**src/pkg/padc_pkg.sv**
```systemverilog
// Notes on behaviour
// - a sample is taken only at the rising edge of the converter clock.
// - one sample per clock cycle; its result appears exactly three cycles later.
// - result word and out-of-range flag are registered together into the output stage.
// - input tracks while clock low, holds the acquired value while clock high.
// - 14-bit parallel word; pin fourteen is the lsb, pin one the msb.
// - every one of the 16384 codes can be produced; no missing codes.
package padc_pkg;
	localparam int unsigned PADC_WIDTH       = 14;
	localparam int unsigned PADC_LATENCY     = 3;
	localparam int unsigned PADC_CODES       = 16384;
	localparam int unsigned PADC_CLK_NS      = 50;
	localparam int unsigned PADC_MAX_PER_NS  = 1000000;
	localparam int unsigned PADC_MIN_PER_NS  = 800;
	localparam int unsigned PADC_MIN_HALF_NS = 360;
	localparam logic [PADC_WIDTH-1:0] PADC_CODE_MAX = 14'h3FFF;
	localparam logic [PADC_WIDTH-1:0] PADC_CODE_MIN = 14'h0000;
	localparam logic [PADC_WIDTH-1:0] PADC_RST_WORD = 14'h0000;
	localparam logic                  PADC_RST_FLAG = 1'h0;
	localparam logic [PADC_WIDTH:0]   PADC_RST_LVL  = 15'h0000;
endpackage

```
**src/rtl/padc_core.sv**
```systemverilog
`timescale 1ns/10ps
module padc_core
	import padc_pkg::*;
(
	input  wire logic                  i_clock,
	input  wire logic                  i_arst_n,
	input  wire logic                  i_conv_clk,
	input  wire logic [PADC_WIDTH:0]   i_analog_code,
	output logic      [PADC_WIDTH-1:0] o_data,
	output logic                       o_out_of_range_flag
);
	// i_analog_code: bits 13..0 give the level, bit 14 marks it beyond
	// full scale; levels below zero are not modelled, so a raised flag
	// here always comes with a full-scale word

	typedef enum logic [1:0] {
		PADC_PH_TRACK = 2'h1,
		PADC_PH_HOLD  = 2'h2
	} padc_phase_t;

	// synchronisers for the converter clock and the level
	logic                  clk_s1_q;
	logic                  clk_s1_d;
	logic                  clk_s2_q;
	logic                  clk_s2_d;
	logic [PADC_WIDTH:0]   in_s1_q;
	logic [PADC_WIDTH:0]   in_s1_d;
	logic [PADC_WIDTH:0]   in_s2_q;
	logic [PADC_WIDTH:0]   in_s2_d;

	// track or hold phase, as seen through the synchroniser
	padc_phase_t           phase_q;
	padc_phase_t           phase_d;

	// level followed while tracking, frozen while holding
	logic [PADC_WIDTH:0]   track_q;
	logic [PADC_WIDTH:0]   track_d;

	// straight binary code of the held level
	logic [PADC_WIDTH:0]   coded;
	logic [PADC_WIDTH-1:0] code_word;
	logic                  code_flag;

	// conversion stages, one per converter clock of latency
	logic [PADC_WIDTH-1:0] pipe_w_q [PADC_LATENCY];
	logic [PADC_WIDTH-1:0] pipe_w_d [PADC_LATENCY];
	logic                  pipe_o_q [PADC_LATENCY];
	logic                  pipe_o_d [PADC_LATENCY];

	// output stage driving the pins
	logic [PADC_WIDTH-1:0] data_q;
	logic [PADC_WIDTH-1:0] data_d;
	logic                  flag_q;
	logic                  flag_d;

	logic                  rise;

	// clamp into straight binary; the flag marks over range and always comes with the full-scale word
	function automatic logic [PADC_WIDTH:0] quantise(
		input logic [PADC_WIDTH:0] lvl
	);
		if (lvl[PADC_WIDTH]) begin
			quantise = {1'h1, PADC_CODE_MAX};
		end else begin
			quantise = {1'h0, lvl[PADC_WIDTH-1:0]};
		end
	endfunction

	// the phase follows the synchronised converter clock level
	function automatic padc_phase_t next_phase(
		input padc_phase_t ph,
		input logic        lvl
	);
		case (ph)
			PADC_PH_TRACK: begin
				if (lvl) begin
					next_phase = PADC_PH_HOLD;
				end else begin
					next_phase = PADC_PH_TRACK;
				end
			end
			PADC_PH_HOLD: begin
				if (lvl) begin
					next_phase = PADC_PH_HOLD;
				end else begin
					next_phase = PADC_PH_TRACK;
				end
			end
			default: begin
				next_phase = PADC_PH_TRACK;
			end
		endcase
	endfunction

	// a rise is a high level met while still tracking; falls start nothing
	function automatic logic is_rise(
		input padc_phase_t ph,
		input logic        lvl
	);
		is_rise = (ph == PADC_PH_TRACK) && lvl;
	endfunction

	// the converter clock and level are asynchronous to i_clock
	always_comb begin
		clk_s1_d = i_conv_clk;
		clk_s2_d = clk_s1_q;
		in_s1_d = i_analog_code;
		in_s2_d = in_s1_q;
	end

	always_ff @(posedge i_clock or negedge i_arst_n) begin
		if (!i_arst_n) begin
			clk_s1_q <= 1'h0;
			clk_s2_q <= 1'h0;
			in_s1_q <= PADC_RST_LVL;
			in_s2_q <= PADC_RST_LVL;
		end else begin
			clk_s1_q <= clk_s1_d;
			clk_s2_q <= clk_s2_d;
			in_s1_q <= in_s1_d;
			in_s2_q <= in_s2_d;
		end
	end

	always_comb begin
		phase_d = next_phase(phase_q, clk_s2_q);
	end

	// reset to track matches the idle low clock, so no false rise
	always_ff @(posedge i_clock or negedge i_arst_n) begin
		if (!i_arst_n) begin
			phase_q <= PADC_PH_TRACK;
		end else begin
			phase_q <= phase_d;
		end
	end

	assign rise = is_rise(phase_q, clk_s2_q);

	// track while low, hold while high; the held value is the sample
	always_comb begin
		if (clk_s2_q) begin
			track_d = track_q;
		end else begin
			track_d = in_s2_q;
		end
	end

	always_ff @(posedge i_clock or negedge i_arst_n) begin
		if (!i_arst_n) begin
			track_q <= PADC_RST_LVL;
		end else begin
			track_q <= track_d;
		end
	end

	assign coded = quantise(track_q);
	assign code_word = coded[PADC_WIDTH-1:0];
	assign code_flag = coded[PADC_WIDTH];

	// every stage moves on each rise, so samples keep their order
	always_comb begin
		for (int i = 0; i < PADC_LATENCY; i++) begin
			pipe_w_d[i] = pipe_w_q[i];
			pipe_o_d[i] = pipe_o_q[i];
		end
		if (rise) begin
			pipe_w_d[0] = code_word;
			pipe_o_d[0] = code_flag;
			for (int i = 1; i < PADC_LATENCY; i++) begin
				pipe_w_d[i] = pipe_w_q[i-1];
				pipe_o_d[i] = pipe_o_q[i-1];
			end
		end
	end

	// no time-out anywhere, so arbitrarily slow converter clocks are fine
	always_ff @(posedge i_clock or negedge i_arst_n) begin
		if (!i_arst_n) begin
			for (int i = 0; i < PADC_LATENCY; i++) begin
				pipe_w_q[i] <= PADC_RST_WORD;
				pipe_o_q[i] <= PADC_RST_FLAG;
			end
		end else begin
			for (int i = 0; i < PADC_LATENCY; i++) begin
				pipe_w_q[i] <= pipe_w_d[i];
				pipe_o_q[i] <= pipe_o_d[i];
			end
		end
	end

	// word and flag share one register stage, so they never split
	always_comb begin
		data_d = data_q;
		flag_d = flag_q;
		if (rise) begin
			data_d = pipe_w_q[PADC_LATENCY-1];
			flag_d = pipe_o_q[PADC_LATENCY-1];
		end
	end

	always_ff @(posedge i_clock or negedge i_arst_n) begin
		if (!i_arst_n) begin
			data_q <= PADC_RST_WORD;
			flag_q <= PADC_RST_FLAG;
		end else begin
			data_q <= data_d;
			flag_q <= flag_d;
		end
	end

	// o_data[0] is the lsb pin, o_data[13] the msb pin
	assign o_data = data_q;
	assign o_out_of_range_flag = flag_q;
endmodule

```
**config.mk**
```make
export PLATFORM = sky130hd
export DESIGN_NAME = padc_core
export DESIGN_NICKNAME = d
export VERILOG_FILES = /design/src/pkg/padc_pkg.sv /design/src/rtl/padc_core.sv
export SDC_FILE = /design/constraint.sdc
export NUM_CORES = 1
export LEC_CHECK = 0
export ABC_AREA = 1
export BUFFER_PORTS_ARGS = -buffer_cell sky130_fd_sc_hd__buf_2
export CORE_AREA = 4 4 106 108
export DETAILED_ROUTE_END_ITERATION = 7
export DIE_AREA = 0 0 110 112
export PLACE_DENSITY_LB_ADDON = 0.3
export SLEW_MARGIN = 20
export SYNTH_ARGS = -nofsm -noshare
export SYNTH_HDL_FRONTEND = slang
export SYNTH_SLANG_ARGS = --single-unit
export TNS_END_PERCENT = 1
```
**constraint.sdc**
```tcl
create_clock -name i_clock -period 3 [get_ports i_clock]
set_input_delay 0 -clock i_clock [delete_from_list [all_inputs] [get_ports i_clock]]
set_output_delay 0 -clock i_clock [all_outputs]
set_load 0.05 [all_outputs]
```
==> flow_summary_export.csv <==
group,metric,value,unit
run_status,outcome,"finished, final reports clean",
setup_path,arrival,2.01,ns
placement,placedInstanceArea,4040,um2
logic_synthesis,synth_nets,389,
clocking,clock_sinks,109,
detailed_routing,routed-wl-met3,359,um
sta,slew_headroom,0.396,
placement,pre_cts_ws,1.30,ns
sta,finalHoldViolCount,0,
logic_synthesis,synthCells,370,
placement,placed_cells,525,
placement,dp_hpwl,3090,um
pwr,ir_drop,0.433,mV
sta,rsz0062_at_grt,"no",
logic_synthesis,ys_warn_count,0,
logic_synthesis,ys.flop_type,"dfrtp_1",
clocking,path_clk_slew,0.09,ns
sta,layout_setup_ws,1.28,ns
floorplanning,row_count,37,
layout,nets,436,
detailed_routing,met1_length,2610,um
clocking,cts_setup_buffers,0,
layout,syn_to_final_growth,17.0,%
sta,period_needed,1.72,ns
layout,drive_above_1_share,0.124,
sta,fin_skew,0.00597,ns
sta,slew_viol_final,0,
detailed_routing,drc,0,
clocking,cts_made_buffers,9,
floorplanning,dieArea,12300,um2
pwr,p_leak,0.00236,uW
detailed_routing,viasPerCell,4.04,
logic_synthesis,yosysUniqueCellTypes,13,
logic_synthesis,synth_top_cell_area_share,0.718,
detailed_routing,wl_per_cell,9.39,um
floorplanning,pin_count,33,
hold_path,holdCritPathClass,"in2async",
detailed_routing,dr.first_iter.drc_count,118,
grt,grt_max_degree,62,
job,maxCapViolCount,0,
setup_path,required,3.29,ns
pwr,p_total,4080,uW
layout,fill_cells,1035,
placement,portBuffers,32,
layout,fin_area,4400,um2
floorplanning,core_area,10200,um2
clocking,root_buffer,"clkbuf_8",
sta,worst_pin_slew,0.905,ns
logic_synthesis,synth_common_cells,"nand2_1 (207), dfrtp_1 (108), inv_1 (18)",
detailed_routing,routed_wl,5230,um
logic_synthesis,synth_top_area_cell,"dfrtp_1",
grt,antenna_found_initial,0,
grt,grt_overflow_total,0,
clocking,cts_max_level,3,
floorplanning,chipHeight,112,um
detailed_routing,firstDrtPassIters,4,
grt,first_global_vias,2138,
sta,tns,0,ns
detailed_routing,ant_nets,0,
logic_synthesis,syn_area_per_cell,10.2,um2
logic_synthesis,mappedNetlistArea,3760,um2
setup_path,critPathBufInv,1,
setup_path,critical_path.top_delay_family,"buffers and inverters",
detailed_routing,via_count,2251,
floorplanning,initial_core_util,0.368,
logic_synthesis,synth_area_leaders,"dfrtp_1 (72%), nand2_1 (21%), o21ai_0 (2.1%)",
setup_path,start_kind,"register",
logic_synthesis,async_reset_ff_frac,1.00,
placement,routabilityCongestion,0.696,
grt,grt_first_pass_wirelength,9470,um
floorplanning,die_w,110,um
setup_path,worstPathCellList,"ha_1 > nand2_2 > inv_2 > nand2_1 > nand2_1",
sta,finalCritPeriodShare,0.575,
layout,multi_input_area,880,um2
layout,regArea,2730,um2
detailed_routing,dr_wl_met2,2210,um
detailed_routing,top_layer,"met4",
pwr,powerDensity,926,nW/um2
clocking,ctsResizeCount,0,
layout,fin_cells,557,
logic_synthesis,synth-edff-count,0,
clocking,clock_latency,0.35,ns
layout,n_antenna_cell,0,
logic_synthesis,yosysSeqAreaShare,0.725,
setup_path,criticalPathCategory,"reg2reg",
sta,max_freq,0.580,GHz
sta,setup_viol,0,
setup_path,crit_fanout,59,
logic_synthesis,ys_seq_elements,109,
logic_synthesis,yosysMostFrequentCell,"nand2_1",
setup_path,cp-end-kind,"register",
setup_path,slowest_delay,0.65,ns
setup_path,crit_slowest_cell,"inv_2",
grt,grtUsageTotal,0.0963,
clocking,clockBufferDepth,2,
setup_path,cpMostUsedCell,"nand2_1",
clocking,cts_tree,"built",
-- cell usage in the layout, fill, tap and decap left out --
cell type	instances
nand2_1	207
dfrtp_1	108
buf_2	31
inv_1	18
dlygate4sd3_1	17
o21ai_0	16
clkbuf_8	10
buf_4	4
inv_6	2
nor2_1	1
nand2_2	1
inv_2	1
ha_1	1
clkbuf_1	1
clkinv_4	1
bufinv_16	1
dfstp_2	1
-- registers in the layout (all words and copies together), names as in the netlist, 2 cells and up --
register and flops:
track_q 15, in_s1_q 15, pipe_o_q 3, pipe_w_q 42, in_s2_q 15, phase_q 2, o_data 14
-- stage by stage --
stage          hold WS (ns)  utilization
2_1_floorplan        -0.296            -
3_3_place_gp         0.0813        0.394
3_5_place_dp         0.0876        0.394
4_1_cts               0.231        0.430
5_1_grt               0.252        0.430
6_report              0.222        0.430
-- worst reg2reg max path, cell delays in order, from the launching register on --
cell     delay [ns]
dfstp_2        0.53
ha_1           0.15
nand2_2        0.06
inv_2          0.65
nand2_1        0.17
nand2_1        0.10
-- final timing paths --
kind / from / endpoint / slack [ns] / cells past startpoint
setup / recovery: phase_q[0]$_DFF_PN1_ / pipe_w_q[28]$_DFFE_PN0P_ / 1.28 / 5
hold / removal: i_arst_n / in_s1_q[11]$_DFF_PN0_ / 0.22 / 2
setup reg to reg: phase_q[0]$_DFF_PN1_ / pipe_w_q[28]$_DFFE_PN0P_ / 1.28 / 5
hold reg to reg: in_s1_q[9]$_DFF_PN0_ / in_s2_q[9]$_DFF_PN0_ / 0.35 / 0
max in group asynchronous: i_arst_n / phase_q[0]$_DFF_PN1_ / 1.95 / 3
min in group i_clock: i_analog_code[0] / in_s1_q[0]$_DFF_PN0_ / 0.28 / 2
-- cell families (layout without fill, tap and decap cells) --
| family | Yosys count | in the layout | synth area share |
|---|---|---|---|
| and+or+nand+nor | 209 | 209 | 0.209 |
| buffers and inverters | 35 | 86 | 0.0412 |
| adders and majority gates | 1 | 1 | 0.00332 |
| DFF | 109 | 109 | 0.725 |
| AOI/OAI and AO/OA | 16 | 16 | 0.0213 |
-- per-layer routing --
metal,vias up,track usage
met5,-,0
met1,996,0.131
li1,1193,-
met4,0,0.0274
met3,6,0.0435
met2,56,0.140
-- what timing repair did --
item | in CTS | in global routing
hold buffers | 17 | 0
hold endpoints to repair | 72 | 0
endpoints found under the setup margin | 0 | 0
-- power breakdown --
part	switching (uW)	internal, uW	total, uW
registers	189	1890	2080
clock network	445	412	857
logic	817	320	1140
total	1450	2630	4080
-- area by class of cell --
type,instances,area share
inverters,19,0.0162
multi-input cells,226,0.200
clock inverters,4,0.0128
flip-flops and latches,109,0.620
clock buffers,11,0.0321
repair buffers,52,0.0807
well taps,136,0.0386
Note: power is estimated with default switching activity, not from simulation.
